[config.mk]
export PLATFORM = sky130hd
export DESIGN_NAME = slb_serializer_flat
export DESIGN_NICKNAME = d
export VERILOG_FILES = /design/src/logic/slb_pkg.sv /design/src/logic/slb_link_if.sv /design/src/logic/slb_apb_regs.sv /design/src/logic/slb_serializer.sv /design/src/flat_wrapper.sv
export SDC_FILE = /design/constraint.sdc
export NUM_CORES = 1
export LEC_CHECK = 0
export ABC_AREA = 1
export BUFFER_PORTS_ARGS = -buffer_cell sky130_fd_sc_hd__buf_2
export CORE_UTILIZATION = 60
export CTS_BUF_LIST = sky130_fd_sc_hd__clkbuf_4
export DETAILED_ROUTE_END_ITERATION = 8
export GPL_TIMING_DRIVEN = 1
export PLACE_DENSITY = 0.83
export REMOVE_ABC_BUFFERS = 1
export SLEW_MARGIN = 20
export SYNTH_ARGS = -nofsm -noshare
export SYNTH_HDL_FRONTEND = slang
export SYNTH_HIERARCHICAL = 1
export SYNTH_SLANG_ARGS = --single-unit
[constraint.sdc]
create_clock -name clk -period 4.1 [get_ports clk]
set_input_delay 1.23 -clock clk [delete_from_list [all_inputs] [get_ports clk]]
set_output_delay 1.23 -clock clk [all_outputs]
set_load 0.1 [all_outputs]
[src/logic/slb_pkg.sv]
package slb_pkg;
	// ==========================================
	// Link frame layout
	localparam int FRAME_W      = 36;           // Payload bits 0..35
	localparam int CHECK_LO     = 1;            // First checked payload bit
	localparam int CHECK_HI     = 35;           // Last checked payload bit
	localparam int BC_W         = 8;            // Back-channel frame data bits
	localparam int CRC_W        = 4;            // Back-channel frame check bits
	localparam int ERRCNT_W     = 8;            // Error record width
	localparam logic [22:0] SCR_SEED = 23'h7fffff; // Scrambler start state
	localparam int BC_PERIOD    = 8;            // Clocks per back-channel frame
	localparam int LOCK_CYCLES  = 4;            // Frames before lock declared
	// ==========================================
	// APB register offsets (byte addresses)
	localparam logic [7:0] REG_CTRL   = 8'h04;  // Serializer control
	localparam logic [7:0] REG_STATUS = 8'h0c;  // Serializer link status
	localparam logic [7:0] REG_ERRCNT = 8'h10;  // Self-test error record
	localparam logic [7:0] REG_IRQST  = 8'h14;  // Sticky events
	localparam logic [7:0] REG_IRQMSK = 8'h18;  // Event mask
	localparam logic [7:0] REG_DCTRL  = 8'h20;  // Deserializer control
	localparam logic [7:0] REG_DSTAT  = 8'h24;  // Deserializer status
	// Field positions
	localparam int CTRL_SELFTEST  = 5;          // Local self-test toggle bit
	localparam int STAT_LINKDET   = 0;          // Back-channel link detect
	localparam int STAT_INTEST    = 1;          // Self test running
	localparam int STAT_ARMED     = 2;          // Self-test bit written, clear write pending
	localparam int DCTRL_ENABLE   = 0;          // Register start of test
	localparam int DCTRL_CLKSEL   = 1;          // Register oscillator select
	localparam int DSTAT_PASS     = 0;
	localparam int DSTAT_LOCK     = 1;
	localparam int DSTAT_INTEST   = 2;
	localparam int DSTAT_USEOSC   = 3;
	localparam int IRQ_W          = 3;
	localparam int IRQ_START      = 0;          // Test entered
	localparam int IRQ_STOP       = 1;          // Test left
	localparam int IRQ_ERR        = 2;          // Error seen
	localparam logic [31:0] RST_VAL = 32'h0000_0000;
	// Back-channel frame bit carrying the test request
	localparam int BC_TESTBIT     = 0;
	localparam int BC_CLKBIT      = 1;
endpackage

[src/logic/slb_link_if.sv]
`timescale 1ns/10ps
`default_nettype none
// ==========================================
// Forward serial frames and back-channel frames between both ends
interface slb_link_if;
	logic [35:0] fwd_frame;   // Scrambled forward payload
	logic        fwd_valid;   // Forward frame strobe
	logic        fwd_testmode; // Serializer runs the test pattern
	logic [7:0]  bc_data;     // Back-channel frame data
	logic [3:0]  bc_crc;      // Back-channel frame check field
	logic        bc_valid;    // Back-channel frame strobe
	modport ser (output fwd_frame, output fwd_valid, output fwd_testmode,
		input bc_data, input bc_crc, input bc_valid);
	modport des (input fwd_frame, input fwd_valid, input fwd_testmode,
		output bc_data, output bc_crc, output bc_valid);
endinterface
`default_nettype wire

[src/logic/slb_apb_regs.sv]
`timescale 1ns/10ps
`default_nettype none
// ==========================================
// Small APB slave: one control word, read mux, read-clear events
module slb_apb_regs (
	input  wire logic        clk,
	input  wire logic        arst_n,
	input  wire logic        clk_en,
	input  wire logic        psel,
	input  wire logic        penable,
	input  wire logic        pwrite,
	input  wire logic [7:0]  paddr,
	input  wire logic [31:0] pwdata,
	output logic      [31:0] prdata,
	output logic             pready,
	output logic             pslverr,
	input  wire logic [7:0]  ctrl_addr,
	input  wire logic [31:0] ro_a,
	input  wire logic [7:0]  ro_a_addr,
	input  wire logic [31:0] ro_b,
	input  wire logic [7:0]  ro_b_addr,
	input  wire logic [2:0]  events,
	input  wire logic [7:0]  irqst_addr,
	input  wire logic [7:0]  irqmsk_addr,
	output logic      [31:0] ctrl,
	output logic             wr_ctrl,
	output logic             irq
);
	logic        access;
	logic [31:0] next_ctrl;
	logic [31:0] next_prdata;
	logic        next_pslverr;
	logic [2:0]  irq_st;
	logic [2:0]  next_irq_st;
	logic [2:0]  irq_msk;
	logic [2:0]  next_irq_msk;
	logic        rd_st;

	// Access phase; slave answers with one wait state, pready in the second access cycle
	assign access  = psel & penable & ~pready;
	assign wr_ctrl = access & pwrite & (paddr == ctrl_addr);
	assign rd_st   = access & ~pwrite & (paddr == irqst_addr);

	// Next register values and read data
	always_comb begin
		next_ctrl    = wr_ctrl ? pwdata : ctrl;
		next_irq_msk = (access & pwrite & (paddr == irqmsk_addr)) ? pwdata[2:0] : irq_msk;
		next_irq_st  = (rd_st ? 3'h0 : irq_st) | events; // New event wins over read clear
		next_prdata  = 32'h0000_0000;
		next_pslverr = 1'b0;
		if (paddr == ctrl_addr)
			next_prdata = ctrl;
		else if (paddr == ro_a_addr)
			next_prdata = ro_a;
		else if (paddr == ro_b_addr)
			next_prdata = ro_b;
		else if (paddr == irqst_addr)
			next_prdata = {29'h0, irq_st};
		else if (paddr == irqmsk_addr)
			next_prdata = {29'h0, irq_msk};
		else
			next_pslverr = 1'b1;
	end

	// Register stage
	always_ff @(posedge clk or negedge arst_n) begin
		if (!arst_n) begin
			ctrl    <= 32'h0000_0000;
			irq_st  <= 3'h0;
			irq_msk <= 3'h0;
			prdata  <= 32'h0000_0000;
			pready  <= 1'b0;
			pslverr <= 1'b0;
			irq     <= 1'b0;
		end else if (clk_en) begin
			ctrl    <= next_ctrl;
			irq_st  <= next_irq_st;
			irq_msk <= next_irq_msk;
			prdata  <= access ? next_prdata : 32'h0000_0000;
			pready  <= access;
			pslverr <= access & next_pslverr;
			irq     <= |(next_irq_st & next_irq_msk);
		end
	end
endmodule
`default_nettype wire

[src/logic/slb_serializer.sv]
`timescale 1ns/10ps
`default_nettype none
module slb_serializer (
	input  wire logic        clk,
	input  wire logic        arst_n,
	input  wire logic        clk_en,
	input  wire logic        psel,
	input  wire logic        penable,
	input  wire logic        pwrite,
	input  wire logic [7:0]  paddr,
	input  wire logic [31:0] pwdata,
	output logic      [31:0] prdata,
	output logic             pready,
	output logic             pslverr,
	output logic             irq,
	input  wire logic [35:0] video_in,
	output logic             in_selftest,
	slb_link_if.ser          link
);
	typedef enum logic [1:0] {ST_IDLE, ST_WAIT_SET, ST_WAIT_CLR, ST_RUN} slb_ser_state_e;

	slb_ser_state_e         state;
	slb_ser_state_e         next_state;
	logic [35:0]            video_q;
	logic [35:0]            next_video_q;
	logic [22:0]            scr;
	logic [22:0]            next_scr;
	logic                   disparity;
	logic                   next_disparity;
	logic [35:0]            next_frame;
	logic                   next_valid;
	logic [slb_pkg::ERRCNT_W-1:0] err_cnt;
	logic [slb_pkg::ERRCNT_W-1:0] next_err_cnt;
	logic [2:0]             lock_cnt;
	logic [2:0]             next_lock_cnt;
	logic                   link_det;
	logic                   next_in_selftest;
	logic                   req;
	logic                   crc_bad;
	logic [3:0]             crc_calc;
	logic [31:0]            ctrl;
	logic                   wr_ctrl;
	logic [2:0]             events;
	logic [35:0]            payload;
	logic [35:0]            scrambled;
	logic [31:0]            status_word;
	logic [31:0]            err_word;

	// ==========================================
	// Back-channel decode
	assign req = link.bc_data[slb_pkg::BC_TESTBIT];
	always_comb begin
		crc_calc = {^link.bc_data[7:6], ^link.bc_data[5:4], ^link.bc_data[3:2], ^link.bc_data[1:0]};
	end
	assign crc_bad  = link.bc_valid & (crc_calc != link.bc_crc);
	assign link_det = (lock_cnt == 3'(slb_pkg::LOCK_CYCLES));

	// ==========================================
	// Start sequence and test state
	always_comb begin
		next_state = state;
		unique case (state)
			ST_IDLE:     if (link.bc_valid & req & link_det) next_state = ST_WAIT_SET;
			ST_WAIT_SET: if (wr_ctrl & pwdata[slb_pkg::CTRL_SELFTEST]) next_state = ST_WAIT_CLR;
			ST_WAIT_CLR: if (wr_ctrl & ~pwdata[slb_pkg::CTRL_SELFTEST]) next_state = ST_RUN;
			ST_RUN:      ;
		endcase
		if (state != ST_IDLE && link.bc_valid && !req)
			next_state = ST_IDLE;
		next_in_selftest = (next_state == ST_RUN);
	end

	// ==========================================
	// Error record and back-channel lock
	always_comb begin
		next_err_cnt  = err_cnt;
		next_lock_cnt = lock_cnt;
		if (link.bc_valid) begin
			if (crc_bad)
				next_lock_cnt = 3'h0;
			else if (!link_det)
				next_lock_cnt = lock_cnt + 3'h1;
		end
		if (next_in_selftest & ~in_selftest)
			next_err_cnt = '0;
		else if (in_selftest & link_det & crc_bad & (err_cnt != '1))
			next_err_cnt = err_cnt + 8'h01;
	end

	// ==========================================
	// Forward stream: zeros or video, scrambled and balanced
	assign payload = in_selftest ? 36'h0 : video_q;
	always_comb begin
		next_scr = scr;
		for (int i = 0; i < 36; i++) begin
			scrambled[i] = payload[i] ^ next_scr[22] ^ next_scr[17];
			next_scr     = {next_scr[21:0], next_scr[22] ^ next_scr[17]};
		end
		next_disparity = disparity;
		next_frame     = scrambled;
		if ((^scrambled) == disparity)
			next_frame = ~scrambled;
		next_disparity = ~disparity;
		next_video_q   = video_in;
		next_valid     = 1'b1;
	end

	always_ff @(posedge clk or negedge arst_n) begin
		if (!arst_n) begin
			state          <= ST_IDLE;
			in_selftest    <= 1'b0;
			err_cnt        <= '0;
			lock_cnt       <= 3'h0;
			scr            <= slb_pkg::SCR_SEED;
			disparity      <= 1'b0;
			video_q        <= 36'h0;
			link.fwd_frame <= 36'h0;
			link.fwd_valid <= 1'b0;
			link.fwd_testmode <= 1'b0;
		end else if (clk_en) begin
			state          <= next_state;
			in_selftest    <= next_in_selftest;
			err_cnt        <= next_err_cnt;
			lock_cnt       <= next_lock_cnt;
			scr            <= next_scr;
			disparity      <= next_disparity;
			video_q        <= next_video_q;
			link.fwd_frame <= next_frame;
			link.fwd_valid <= next_valid;
			link.fwd_testmode <= next_in_selftest;
		end
	end

	// ==========================================
	// Register access
	assign status_word = {29'h0, (state == ST_WAIT_CLR), in_selftest, link_det};
	assign err_word    = {24'h0, err_cnt};
	assign events      = {in_selftest & link_det & crc_bad,
		~next_in_selftest & in_selftest, next_in_selftest & ~in_selftest};

	slb_apb_regs u_regs (
		.clk         (clk),
		.arst_n      (arst_n),
		.clk_en      (clk_en),
		.psel        (psel),
		.penable     (penable),
		.pwrite      (pwrite),
		.paddr       (paddr),
		.pwdata      (pwdata),
		.prdata      (prdata),
		.pready      (pready),
		.pslverr     (pslverr),
		.ctrl_addr   (slb_pkg::REG_CTRL),
		.ro_a        (status_word),
		.ro_a_addr   (slb_pkg::REG_STATUS),
		.ro_b        (err_word),
		.ro_b_addr   (slb_pkg::REG_ERRCNT),
		.events      (events),
		.irqst_addr  (slb_pkg::REG_IRQST),
		.irqmsk_addr (slb_pkg::REG_IRQMSK),
		.ctrl        (ctrl),
		.wr_ctrl     (wr_ctrl),
		.irq         (irq)
	);
endmodule
`default_nettype wire

[src/flat_wrapper.sv]
// flat-port wrapper written by rule: the top's interface ports become plain ports
module slb_serializer_flat 
  (clk, arst_n, clk_en, psel, penable, pwrite, paddr, pwdata, prdata, pready, pslverr, irq, video_in, in_selftest, link_fwd_frame, link_fwd_valid, link_fwd_testmode, link_bc_data, link_bc_crc, link_bc_valid);
  slb_link_if link_i ();
  input  wire logic clk;
  input  wire logic arst_n;
  input  wire logic clk_en;
  input  wire logic psel;
  input  wire logic penable;
  input  wire logic pwrite;
  input  wire logic [7:0] paddr;
  input  wire logic [31:0] pwdata;
  output logic      [31:0] prdata;
  output logic pready;
  output logic pslverr;
  output logic irq;
  input  wire logic [35:0] video_in;
  output logic in_selftest;
  output wire logic [$bits(link_i.fwd_frame)-1:0] link_fwd_frame;
  output wire logic [$bits(link_i.fwd_valid)-1:0] link_fwd_valid;
  output wire logic [$bits(link_i.fwd_testmode)-1:0] link_fwd_testmode;
  input wire logic [$bits(link_i.bc_data)-1:0] link_bc_data;
  input wire logic [$bits(link_i.bc_crc)-1:0] link_bc_crc;
  input wire logic [$bits(link_i.bc_valid)-1:0] link_bc_valid;
  assign link_fwd_frame = link_i.fwd_frame;
  assign link_fwd_valid = link_i.fwd_valid;
  assign link_fwd_testmode = link_i.fwd_testmode;
  assign link_i.bc_data = link_bc_data;
  assign link_i.bc_crc = link_bc_crc;
  assign link_i.bc_valid = link_bc_valid;
  slb_serializer u_core (.clk(clk), .arst_n(arst_n), .clk_en(clk_en), .psel(psel), .penable(penable), .pwrite(pwrite), .paddr(paddr), .pwdata(pwdata), .prdata(prdata), .pready(pready), .pslverr(pslverr), .irq(irq), .video_in(video_in), .in_selftest(in_selftest), .link(link_i));
endmodule
==> results.ini <==
[timing]
finalMaxSlewViolations = 0
finClkSkew_ps = 28.2
rsz0062_at_grt = false
fin_ws_ps = 710
tightest_slew_ps = 848
hold_viol = 0
setup_viol = 0
tns_ps = 0
slew-limit-headroom_pct = 43.4
fin_crit_ps = 3390
post-route-period-util_pct = 82.7
max_freq_mhz = 295

[min_path]
min_from = u_core/u_regs/ctrl[18]
hold_depth = 2
hold_end = u_core/u_regs/ctrl[18]
hp-class = flop to flop

[die]
top_level_ports = 169
die_w_microns = 141
dieArea_sq_um = 20000
placementRows = 50
die_height_microns = 141
core_area_sq_um = 18900
start_util_pct = 61.8

[clocking]
clockRootBuffer = clkbuf_4
clock_path_buffers = 2
cts_buffers = 17
cts_setup_buffers = 0
path_clk_slew_ps = 140
cts_tree = built
htreeDepth = 4
insertion_delay_ps = 590
clock_sinks = 184
cts_resized = 0
cts_hold_buf = 0

[setup_path]
crit_path_max_fanout = 37
worst_setup_path_end_kind = flop
arrival_ps = 3870
reg2reg_to = u_core/link.fwd_frame[18]
cp_common_cell = nand2_1
critPathLaunchType = flop
worstPathCellList = buf_4, nor2_1, inv_1, nand2_1, nand2_1, inv_1, nand2_1, nand2_1, nand2_1, nand3_1, nand2_1, nand2_1, nand2_1, inv_1, nand3_2, nand2_1, nand2_4, nand2_4, nand2_1, nand3_1, nand2_1
ff2ff_setup_slack_ps = 710
reg2regPathDepth = 21
path_delay_family = simple AND/OR/NAND/NOR gates
cp-startpoint = u_core/in_selftest
r2r-start = u_core/in_selftest
cp.buffers_inverters = 4
crit_slowest_cell = nand2_4
criticalPathCategory = flop to flop
cp_data_required_time_ps = 4580
critPathMaxStageDelay_ps = 480

[final_layout]
syn2layout_area_growth_pct = 14.4
fin_cells = 2325
nets = 2150
layout-drive-gt1-share_pct = 13.9
fill_cells = 1669
diodes = 0

[logic_synthesis]
synth_common_cells = nand2_1, nand3_1, dfrtp_1, inv_1, nor2_1
synth_top_cell_by_area = dfrtp_1
synth-seq-cells = 184
synth_enable_flop_cells = 0
yosysTopAreaCellShare_pct = 34.5
synth.most_common_cell = nand2_1
post_synth_num_cell_types = 44
synth_cells = 1797
synthTopCellsByArea = dfrtp_1, nand2_1, nand3_1
async_reset_ff_share_pct = 100
synth-seq-area-share_pct = 39.7
syn_avg_cell_area_sq_um = 6.49
ys.flop_type = dfrtp_1
ys.warnings.count = 6
netlist_area_sq_um = 11700

[place]
placed_cells = 2293
globalplace.congestion = 0.870
portBuffers = 168
dp_hpwl_microns = 20300
dp_slack_ps = 505

[global_route]
grt_pass1_wl_microns = 47900
grt_max_degree = 96
grt_use_total_pct = 29.8
grt_pass1_vias = 10700
antenna_found_initial = 0
grt_overflow = 0

[route]
wirelength_microns = 28600
first_iter_violations = 836
drt_pass1_iterations = 6
ant_nets = 0
via_per_inst = 5.01
drcViolationCount = 0
vias = 11600
wl_per_cell_microns = 12.3

[run_status]
status = complete, no violations

[job]
max_cap_viol_count = 0

## logic make-up after synthesis
family,share of synthesized area (%)
XOR/XNOR,3.60
adder cells (fa/ha/maj),0.322
flip-flops,39.7
AO/OA/AOI/OAI,5.46
buffers and inverters,8.94
AND/OR/NAND/NOR,41.9
other,0.0643
## layout make-up
cell class	instances	area (sq um)	area share, %
sequential	184	4630	34.7
inverter	181	679	5.09
timing repair buffer	183	977	7.32
tap	260	325	2.44
clock inverter	14	126	0.947
multi-input combinational	1485	6470	48.5
clock buffer	18	135	1.01
## stage by stage
step | instance area (sq um) | util (%) | hold WS [ps]
after CTS | 13400 | 70.7 | 485
after global placement | 13100 | 69.3 | 445
after global routing | 13400 | 70.7 | 507
after floorplan | 11800 | - | 434
final | 13400 | 70.7 | 483
after detailed placement | 13100 | 69.3 | 447
## sequential cells by signal (all words and copies together), names as in the netlist, 8 cells and up
register	count
u_core/link.fwd_frame	36
u_core/u_regs/prdata	32
u_core/video_q	36
u_core/scr	23
u_core/err_cnt	8
u_core/u_regs/ctrl	32
## tightest hold or removal path: stages (launching register included)
cell and delay (ps):
dfrtp_1 360, nand2_1 50, nand2_1 50
## metal layers
layer / GRT usage (%) / wire [microns]
met4: 12.7 / 943
met3: 4.25 / 1550
met1: 36.1 / 12200
met2: 53.1 / 14000
met5: 0 / 0
## worst max path at each step
stage | to | cells after the start
2_1_floorplan | u_core/link.fwd_frame[0] | 16
5_1_grt | u_core/link.fwd_frame[18] | 21
3_3_place_gp | u_core/err_cnt[6] | 19
6_report | u_core/link.fwd_frame[18] | 21
3_5_place_dp | u_core/err_cnt[7] | 19
4_1_cts | u_core/link.fwd_frame[18] | 21
## placed cells by master (no fill, tap or decap), types with 5 or more instances in the layout
master    count
nand2_1     808
nand3_1     223
buf_2       166
dfrtp_1     161
inv_1       159
conb_1      129
nor2_1      103
o21ai_0      80
xnor2_1      26
dfstp_2      23
inv_2        22
xor2_1       22
or2_2        20
clkbuf_4     18
buf_4        15
o21ai_1      11
nand4_1      10
a31oi_1       9
nor3_1        7
a21oi_1       5
Power is left out: the tool's default activity adds up to more than one toggle a clock period on the data nets, which glitch-free logic cannot reach.
